--- config.mk ---
export PLATFORM = sky130hd
export DESIGN_NAME = dcmc_top
export DESIGN_NICKNAME = d
export VERILOG_FILES = /design/src/include/dcmc_pkg.sv /design/src/dcmc_top.sv
export VERILOG_INCLUDE_DIRS = /design/src /design/src/include
export SDC_FILE = /design/constraint.sdc
export NUM_CORES = 1
export LEC_CHECK = 0
export ABC_AREA = 1
export BUFFER_PORTS_ARGS = -buffer_cell sky130_fd_sc_hd__clkbuf_2
export CAP_MARGIN = 0
export CORE_UTILIZATION = 40
export CTS_CLUSTER_SIZE = 14
export DETAILED_ROUTE_END_ITERATION = 12
export PLACE_DENSITY = 0.66
export SLEW_MARGIN = 20
export SYNTH_ARGS = -nofsm -noshare
export SYNTH_HDL_FRONTEND = slang
export SYNTH_SLANG_ARGS = --single-unit
--- constraint.sdc ---
create_clock -name ref_clk_i -period 3.5 [get_ports ref_clk_i]
set_input_delay 0.35 -clock ref_clk_i [delete_from_list [all_inputs] [get_ports ref_clk_i]]
set_output_delay 0.35 -clock ref_clk_i [all_outputs]
set_load 0.005 [all_outputs]
--- src/include/dcmc_cfg.svh ---
// Constants of the dual clock mode controller: map, fields, divisors, counts.
// Assumes inclusion by the package and the design file, by bare name.
`ifndef DCMC_CFG_SVH
`define DCMC_CFG_SVH
// ----------------------------------------------------------------------------
// Register map
// ----------------------------------------------------------------------------
`define DCMC_CTRL_INDEX     12'h00ca
`define DCMC_CTRL_ADDR     12'h0328
`define DCMC_CTRL_RESET    8'h00
// ----------------------------------------------------------------------------
// Control fields
// ----------------------------------------------------------------------------
`define DCMC_F_ZERO        0
`define DCMC_F_HSTOP       1
`define DCMC_F_SLOW        2
`define DCMC_F_MODE_LO     3
`define DCMC_F_MODE_HI     4
`define DCMC_F_RATE        5
`define DCMC_F_WCLR        6
`define DCMC_F_WSEL        7
`define DCMC_MODE_NORMAL   2'h0
`define DCMC_MODE_SLEEP    2'h1
`define DCMC_MODE_GREEN    2'h2
// ----------------------------------------------------------------------------
// Clock options and divisors
// ----------------------------------------------------------------------------
`define DCMC_OPT_RC        2'h0
`define DCMC_OPT_RC_XTAL   2'h1
`define DCMC_OPT_EXT_XTAL  2'h2
`define DCMC_OPT_EXT_CLK   2'h3
`define DCMC_DIV_EXT       4'h3
`define DCMC_DIV_RC        4'hf
`define DCMC_DIV_SLOW      4'h3
`define DCMC_WPRE_LONG     14'h3fff
`define DCMC_WPRE_SHORT    14'h00ff
`define DCMC_WPRE_LRC      14'h01ff
`define DCMC_WOVF_LAST     4'hf
`define DCMC_WAKE_LAST     11'h7ff
`define DCMC_STRAP_LAST    2'h3
`endif

--- src/include/dcmc_pkg.sv ---
// Types of the dual clock mode controller.
// Assumes dcmc_cfg.svh on the include path.
package dcmc_pkg;
  `include "dcmc_cfg.svh"

  // --------------------------------------------------------------------------
  // Power state and block state
  // --------------------------------------------------------------------------
  typedef enum logic [2:0] {
    DCMC_RUN   = 3'b001,
    DCMC_SLEEP = 3'b010,
    DCMC_WAKE  = 3'b100
  } dcmc_pwr_t;

  typedef struct packed {
    logic [6:0]  sync_a;
    logic [6:0]  sync_b;
    logic [6:0]  sync_c;
    logic [1:0]  strap_cnt;
    logic        strap_done;
    logic [1:0]  opt;
    logic        aon;
    logic [7:0]  ctrl;
    logic        sel_low;
    logic [3:0]  cpu_div;
    logic        cpu_tick;
    logic        ins_tick;
    logic [13:0] wdt_pre;
    logic [3:0]  wdt_cnt;
    logic        wdt_ovf;
    logic        wdt_clr;
    logic [10:0] wake_cnt;
    dcmc_pwr_t   pwr;
  } dcmc_state_t;

  typedef struct packed {
    logic        hosc_en;
    logic        losc_en;
    logic        cpu_run;
    logic        in_gpio;
    logic        out_gpio;
  } dcmc_ctl_t;
endpackage

--- src/dcmc_top.sv ---
// Dual clock mode controller: clock sources, instruction rate, power modes,
// watchdog clock and prescale, with one control register over APB.
// Assumes oscillator outputs, wake pin and straps arrive asynchronously;
// the APB master runs on ref_clk_i.
//
// Behaviour
// Normal mode, external crystal high clock: instruction rate is high clock over 4.
// Normal mode, internal fast RC high clock: instruction rate is high clock over 16.
// Slow mode uses low clock, instruction rate is low clock over 4.
// Bit one set stops the high oscillator, low clock keeps running.
// Bit two picks system clock: zero high clock, one low clock.
// Mode field bits four..three: 00 normal, 01 sleep, 10 green, 11 reserved.
// Bit five picks watchdog prescale: zero 2^14, one 2^8.
// Writing one to bit six clears the watchdog counter; zero does nothing.
// Bit seven picks watchdog clock: zero instruction rate, one low RC.
// Always-on low RC option forces the watchdog clock select bit to one.
// Overflow after further divide by 16; low RC source prescales by 512.
// Sleep stops both the high oscillator and the low RC; the code keeps the low RC running when the always-on option is set.
// Low clock has no own disable; only the mode field stops it.
// High clock option: fast RC, fast RC plus crystal, or external oscillator.
// With fast RC plus crystal, low clock comes from that crystal, else low RC.
// External clock signal option clocks from input pin, frees output pin.
// Low RC serves both as watchdog clock and as slow system clock.
// Wake from sleep waits 2048 high clocks before normal mode resumes.
// Green mode stops execution, low clock runs, high clock per bit one.
// Switching between high and low system clock never shortens a pulse.
// Reserved mode acts as normal; bit zero always reads zero.
//
// Added by the designer: the APB slave port.
`timescale 1ns/100ps
module dcmc_top
  import dcmc_pkg::*;
#(
  parameter int ADDR_W = 12
) (
  // Clock and reset
  input  wire logic              ref_clk_i,
  input  wire logic              arst_n_i,
  // APB slave
  input  wire logic [ADDR_W-1:0] paddr,
  input  wire logic              psel,
  input  wire logic              penable,
  input  wire logic              pwrite,
  input  wire logic [31:0]       pwdata,
  input  wire logic [3:0]        pstrb,
  output logic      [31:0]       prdata,
  output logic                   pready,
  output logic                   pslverr,
  // Oscillator sources and wake pin
  input  wire logic              fast_rc_clk_i,
  input  wire logic              osc_in_pin_i,
  input  wire logic              slow_rc_clk_i,
  input  wire logic              wake_i,
  // Build options
  input  wire logic [1:0]        high_clk_option_i,
  input  wire logic              slow_rc_always_on_i,
  // Oscillator and pin control
  output logic                   high_osc_enable_o,
  output logic                   slow_osc_enable_o,
  output logic                   osc_in_pin_gpio_o,
  output logic                   osc_out_pin_gpio_o,
  // Core clocking
  output logic                   cpu_tick_o,
  output logic                   instr_tick_o,
  output logic                   cpu_run_o,
  // Watchdog
  output logic                   watchdog_clear_o,
  output logic                   watchdog_overflow_o
);
  `include "dcmc_cfg.svh"

  // Refused at elaboration: the decoder needs the whole register address
  if (ADDR_W < 12 || ADDR_W > 32) begin : g_addr_w_bad
    $error("dcmc_top: ADDR_W must lie in 12..32");
  end

  // --------------------------------------------------------------------------
  // State
  // --------------------------------------------------------------------------
  dcmc_state_t st;
  dcmc_state_t next_st;
  dcmc_ctl_t   ctl;

  logic [6:0]  rise;
  logic        hi_tick;
  logic        lo_tick;
  logic        lrc_tick;
  logic        sys_tick;
  logic        rc_high;
  logic [3:0]  div_last;
  logic        wdt_src;
  logic [13:0] pre_last;
  logic        hit;
  logic        wr;
  logic        rd_hit;
  logic [1:0]  mode;

  // --------------------------------------------------------------------------
  // Bus decode
  // --------------------------------------------------------------------------
  // Zero wait states: every access completes in its first access cycle.
  assign hit     = (paddr == ADDR_W'(`DCMC_CTRL_ADDR));
  assign wr      = psel && penable && pwrite && hit && pstrb[0];
  assign rd_hit  = psel && !pwrite && hit;
  assign pready  = 1'b1;
  assign pslverr = psel && penable && !hit;
  assign prdata  = rd_hit ? {24'h00_0000, st.ctrl[7:1], 1'b0} : 32'h0000_0000;

  // --------------------------------------------------------------------------
  // Source selection
  // --------------------------------------------------------------------------
  assign rise     = st.sync_b & ~st.sync_c;
  assign mode     = st.ctrl[`DCMC_F_MODE_HI:`DCMC_F_MODE_LO];
  assign rc_high  = (st.opt == `DCMC_OPT_RC) || (st.opt == `DCMC_OPT_RC_XTAL);
  assign hi_tick  = (rc_high ? rise[0] : rise[1]) && ctl.hosc_en;
  assign lrc_tick = rise[2] && ctl.losc_en;
  assign lo_tick  = ((st.opt == `DCMC_OPT_RC_XTAL) ? rise[1] : rise[2])
                    && ctl.losc_en;
  assign sys_tick = st.sel_low ? lo_tick : hi_tick;

  always_comb begin
    if (st.sel_low) begin
      div_last = `DCMC_DIV_SLOW;
    end else if (rc_high) begin
      div_last = `DCMC_DIV_RC;
    end else begin
      div_last = `DCMC_DIV_EXT;
    end
  end

  // Low RC prescale ignores the rate bit
  assign wdt_src = st.ctrl[`DCMC_F_WSEL] ? lrc_tick : st.cpu_tick;
  always_comb begin
    if (st.ctrl[`DCMC_F_WSEL]) begin
      pre_last = `DCMC_WPRE_LRC;
    end else if (st.ctrl[`DCMC_F_RATE]) begin
      pre_last = `DCMC_WPRE_SHORT;
    end else begin
      pre_last = `DCMC_WPRE_LONG;
    end
  end

  // --------------------------------------------------------------------------
  // Oscillator and pin control
  // --------------------------------------------------------------------------
  always_comb begin
    ctl.hosc_en  = (st.pwr == DCMC_WAKE)
                   || ((st.pwr == DCMC_RUN) && !st.ctrl[`DCMC_F_HSTOP]);
    // No software disable for the low clock, only sleep
    ctl.losc_en  = (st.pwr != DCMC_SLEEP) || st.aon;
    ctl.cpu_run  = (st.pwr == DCMC_RUN) && (mode != `DCMC_MODE_GREEN);
    ctl.in_gpio  = st.strap_done && (st.opt == `DCMC_OPT_RC);
    ctl.out_gpio = st.strap_done
                   && ((st.opt == `DCMC_OPT_RC) || (st.opt == `DCMC_OPT_EXT_CLK));
  end

  assign high_osc_enable_o   = ctl.hosc_en;
  assign slow_osc_enable_o   = ctl.losc_en;
  assign osc_in_pin_gpio_o   = ctl.in_gpio;
  assign osc_out_pin_gpio_o  = ctl.out_gpio;
  assign cpu_run_o           = ctl.cpu_run;
  assign cpu_tick_o          = st.cpu_tick;
  assign instr_tick_o        = st.ins_tick;
  assign watchdog_clear_o    = st.wdt_clr;
  assign watchdog_overflow_o = st.wdt_ovf;

  // --------------------------------------------------------------------------
  // Next state
  // --------------------------------------------------------------------------
  always_comb begin
    next_st          = st;
    next_st.sync_a   = {high_clk_option_i, slow_rc_always_on_i, wake_i,
                        slow_rc_clk_i, osc_in_pin_i, fast_rc_clk_i};
    next_st.sync_b   = st.sync_a;
    next_st.sync_c   = st.sync_b;
    next_st.cpu_tick = 1'b0;
    next_st.ins_tick = 1'b0;
    next_st.wdt_ovf  = 1'b0;
    next_st.wdt_clr  = 1'b0;

    // Straps taken once, after the synchroniser has filled
    if (!st.strap_done) begin
      if (st.strap_cnt == `DCMC_STRAP_LAST) begin
        next_st.strap_done = 1'b1;
        next_st.opt        = st.sync_b[6:5];
        next_st.aon        = st.sync_b[4];
      end else begin
        next_st.strap_cnt = st.strap_cnt + 2'h1;
      end
    end

    // Register write
    if (wr) begin
      next_st.ctrl = pwdata[7:0];
      next_st.ctrl[`DCMC_F_ZERO] = 1'b0;
      if (pwdata[`DCMC_F_WCLR]) begin
        next_st.wdt_clr = 1'b1;
      end
    end
    if (st.aon) begin
      next_st.ctrl[`DCMC_F_WSEL] = 1'b1;
    end

    // Instruction rate divider; source swaps only at a period boundary
    if (sys_tick) begin
      if (st.cpu_div >= div_last) begin
        next_st.cpu_div  = 4'h0;
        next_st.cpu_tick = 1'b1;
        next_st.ins_tick = ctl.cpu_run;
      end else begin
        next_st.cpu_div = st.cpu_div + 4'h1;
      end
    end
    if (st.cpu_div == 4'h0 && !sys_tick) begin
      next_st.sel_low = st.ctrl[`DCMC_F_SLOW];
    end

    // Watchdog prescale and overflow divide
    if (st.wdt_clr) begin
      next_st.wdt_pre = 14'h0000;
      next_st.wdt_cnt = 4'h0;
    end else if (wdt_src) begin
      if (st.wdt_pre >= pre_last) begin
        next_st.wdt_pre = 14'h0000;
        next_st.wdt_cnt = st.wdt_cnt + 4'h1;
        if (st.wdt_cnt == `DCMC_WOVF_LAST) begin
          next_st.wdt_ovf = 1'b1;
        end
      end else begin
        next_st.wdt_pre = st.wdt_pre + 14'h0001;
      end
    end

    // Power sequencing
    case (st.pwr)
      DCMC_RUN: begin
        // Reserved mode code falls through as normal
        if (mode == `DCMC_MODE_SLEEP) begin
          next_st.pwr = DCMC_SLEEP;
        end else if (mode == `DCMC_MODE_GREEN && st.sync_b[3]) begin
          next_st.ctrl[`DCMC_F_MODE_HI:`DCMC_F_MODE_LO] = `DCMC_MODE_NORMAL;
        end
      end
      DCMC_SLEEP: begin
        if (st.sync_b[3]) begin
          next_st.pwr      = DCMC_WAKE;
          next_st.wake_cnt = 11'h000;
        end
      end
      DCMC_WAKE: begin
        // Counts only real high clock edges, so start-up time adds on top
        if (hi_tick) begin
          if (st.wake_cnt == `DCMC_WAKE_LAST) begin
            next_st.pwr = DCMC_RUN;
            next_st.ctrl[`DCMC_F_MODE_HI:`DCMC_F_MODE_LO] = `DCMC_MODE_NORMAL;
          end else begin
            next_st.wake_cnt = st.wake_cnt + 11'h001;
          end
        end
      end
      default: begin
        next_st.pwr = DCMC_RUN;
      end
    endcase
  end

  // --------------------------------------------------------------------------
  // State register
  // --------------------------------------------------------------------------
  always_ff @(posedge ref_clk_i or negedge arst_n_i) begin
    if (!arst_n_i) begin
      st            <= '0;
      st.ctrl       <= `DCMC_CTRL_RESET;
      st.pwr        <= DCMC_RUN;
    end else begin
      st <= next_st;
    end
  end

endmodule // dcmc_top

==> results.txt <==
----------------------------------------------------
[Cells and area]
  Utilization after layout ... 0.465
  Layout cell share with drive strength beyond 1 ... 0.171
  Count of filler cells inserted in the layout ... 974
  Filler-free cell count of the finished design ... 705
  Layout Area Growth over Synthesis ... 11.9%
  Multi-input gate area in the final layout ... 1920 µm²
  Net count reported at finish ... 643
  Sequential cell area ... 1780 µm²
  Ant diodes ... 0

[Clocking]
  CTS tree ... done
  Post-cts repair resize count ... 0
  Number of clock buffers inserted by TritonCTS ... 9
  Clock transition at the registers of the reported paths ... 0.08 ns
  Clock Path Buffers ... 2
  Number of H-tree levels ... 3
  Clock latency at the later pin of the worst-skew pair ... 0.36 ns
  TritonCTS sink count ... 71
  Clock tree root buffer cell ... clkbuf_8

[Route]
  Iteration-0 DRC count of the detailed router ... 95
  Routed len/inst ... 11.0 µm
  Routed WL ... 7.75 mm
  Routed vias/inst ... 4.61
  DR pass1 iterations ... 4
  Post-detailed-route DRC marker count ... 0
  Total via count in the routed design ... 3,247
  Post-route antenna net violation count ... 0

[Yosys]
  Commonest cells in the synthesized netlist ... nand2_1, dfrtp_1, nor2_1
  Largest cells by area after synthesis ... dfrtp_1, nand2_1, nor2_1
  Most used DFF post-synth ... dfrtp_1
  Area fraction of the dominant cell type after synthesis ... 0.430
  Yosys top cell by area ... dfrtp_1
  Number of synthesized flops with an enable pin ... 0
  Post-synthesis instance area ... 4080 µm²
  Basic-gate share of the synthesized area counting and, or, nand and nor cells ... 0.311
  Dominant combinational cell family by area after synthesis ... simple AND/OR/NAND/NOR gates
  FFs w/ async S/R, synth ... 1.00
  Number of distinct library cells after synthesis ... 39
  Area fraction in compound gates after synthesis ... 0.0512
  Multiplexer share of the synthesized area ... 0
  Flip-flop and latch count after synthesis ... 71
  XOR/XNOR share of the synthesized area ... 0.0365
  Most common cell in the netlist ... nand2_1
  Gate count after technology mapping ... 513
  Arithmetic-cell share of the synthesized area counting full adders, half adders and majority gates ... 0.0491
  Sequential cell area fraction in the yosys report ... 0.436
  Mapped Avg Cell Area ... 7.95 µm²
  YS warnings ... 0

[Placement]
  Routability Congestion ... 0.799
  Number of I/O port buffers ... 48
  DPL Wire Length ... 5.81 mm
  Cells after DPL ... 688

[Critical path]
  Setup CP Type ... reg2out
  Worst-path cell chain ... nor3_2, inv_2, o21ai_2, clkbuf_2
  Worst path slowest cell ... nor3_2
  Largest stage delay on the critical path ... 0.77 ns
  Element type at the critical path start ... register
  Family with the most delay on the worst path ... simple AND/OR/NAND/NOR gates
  R2r endpoint ... st[22]$_DFFE_PN0P_
  Maximum fanout along the worst path ... 11
  Type of element capturing the critical path ... output port
  Worst path buffer plus inverter count ... 2
  Internal reg-to-reg setup slack ... 1.29 ns
  Startpoint of the most critical register-to-register path ... st[48]$_DFFE_PN0P_
  Endpoint arrival time on the critical path ... 2.08 ns
  Data required time of the critical path ... 3.15 ns
  Number of cell instances on the worst register-to-register path ... 12

[STA]
  RSZ-0062 raised after global routing ... no
  Final-layout setup total negative slack ... 0 ns
  Post-Route Hold Slack ... 0.0933 ns
  Period utilization ... 0.694
  Number of pins with negative max-slew slack in the final report ... 0
  Shortest period the worst path allows ... 2.43 ns
  Total of endpoints with negative setup slack in the final report ... 0
  Worst Skew ... 0.00966 ns
  Transition time of the tightest slew-check pin ... 0.932 ns
  Worst slew slack as a fraction of its limit ... 0.375
  Number of failing hold endpoints at the final stage ... 0
  Peak clock frequency supported by timing ... 412 MHz

[GRT]
  Antenna violations before repair ... 0
  Via count of the first global-routing pass ... 3,244
  GR Util All Layers ... 0.172
  Largest net degree at the start of global routing ... 48
  Global-route wire length before repair ... 14.0 mm
  Global route overflow ... 0

[Pwr]
  NetSw ... 717 µW
  Switching share of power ... 0.334
  Proportion of power drawn by flip-flops and latches ... 0.456
  Comb power frac ... 0.216
  Share of power burned in the clock network ... 0.328
  Total power per unit cell area ... 471 nW/µm²
  Design internal power ... 1430 µW
  Leakage power summed over all cells ... 0.00246 µW
  Maximum ir drop on the vdd rail ... 0.252 mV

[Run]
  Max-cap viol count ... 0

[Die]
  Die span in y ... 103 µm
  Area of the die ... 10,600 µm²
  Initial cell density of the core ... 0.415
  Ports ... 103
  Core area ... 9820 µm²
  FP Rows ... 36
  Die width ... 103 µm

[Worst hold path]
  Worst hold path type ... in2reg
  Launch point of the worst hold path ... slow_rc_clk_i
  Hold Crit Endpoint ... next_st[64]$_DFF_PN0_
  Count of cells along the worst hold path ... 1

[Status]
  Result of the run ... completed

----------------------------------------------------
-- layout by cell type (no fill, tap or decap), types with 8 or more instances in the layout --
cell / n
nand3_1: 39
ha_1: 16
nand2_1: 141
dfrtp_1: 70
nand4_1: 14
conb_1: 26
xor2_1: 15
o21ai_2: 8
clkbuf_8: 10
a21oi_1: 11
inv_1: 58
clkbuf_2: 47
nor2_1: 60
-- routing by layer --
layer,global-route usage,wire length [µm],vias up
li1,-,-,1672
met4,0.0758,144,0
met3,0.0495,349,18
met2,0.295,3670,66
met1,0.201,3590,1491
met5,0,0,-
-- what timing repair did --
item	4_1_cts	5_1_grt
setup buffers	0	0
hold buffers	1	0
endpoints found under the hold margin	11	0
-- kinds of logic (layout without fill, tap and decap cells) --
logic type / after synthesis / in the layout
xor gates and xnor gates: 17 / 17
other: 2 / 26
DFF: 71 / 71
buffers and inverters: 91 / 126
adders and majority gates: 16 / 16
and+or+nand+nor: 283 / 283
AOI/OAI and AO/OA: 33 / 33
-- per-stage QoR --
stage / setup slack [ns] / area [µm²] / total power, µW
CTS: 1.06 / 4560 / 2180
global placement: 1.29 / 4340 / 1440
detailed placement: 1.26 / 4340 / 1460
finish: 1.07 / 4560 / 2150
global route: 0.938 / 4560 / 2310
floorplan: 1.53 / 4170 / 1360
-- final cells by class --
type                       instances  area share
tap                              133      0.0365
inverter                          60      0.0494
sequential                        71       0.390
clock buffer                      10      0.0302
multi-input combinational        375       0.421
clock inverter                     6      0.0165
timing repair buffer              50      0.0565
-- state kept, by name, indices dropped and copies added (netlist names) --
signal               flops
cpu_tick_o               1
watchdog_clear_o         1
watchdog_overflow_o      1
mode                     2
next_st                 14
st                      51
instr_tick_o             1
-- power by group through the flow --
stage | registers [µW] | clock network, µW | logic (µW)
after floorplan | 977 | 0 | 384
after global placement | 990 | 0 | 451
after detailed placement | 995 | 0 | 468
after CTS | 980 | 732 | 469
after global routing | 991 | 769 | 547
final | 980 | 705 | 463
-- how the worst max path moves through the flow --
stage | start | end | slack [ns] | cells after the start
after CTS | st[1]$_DFFE_PN0P_ | high_osc_enable_o | 1.06 | 4
after global placement | paddr[11] | prdata[6] | 1.29 | 7
final | st[1]$_DFFE_PN0P_ | high_osc_enable_o | 1.07 | 4
after global routing | st[1]$_DFFE_PN0P_ | high_osc_enable_o | 0.94 | 4
after detailed placement | st[48]$_DFFE_PN0P_ | st[31]$_DFFE_PN0P_ | 1.26 | 12
after floorplan | st[51]$_DFFE_PN0P_ | instr_tick_o$_DFF_PN0_ | 1.53 | 10
Note: power is estimated with default switching activity, not from simulation.
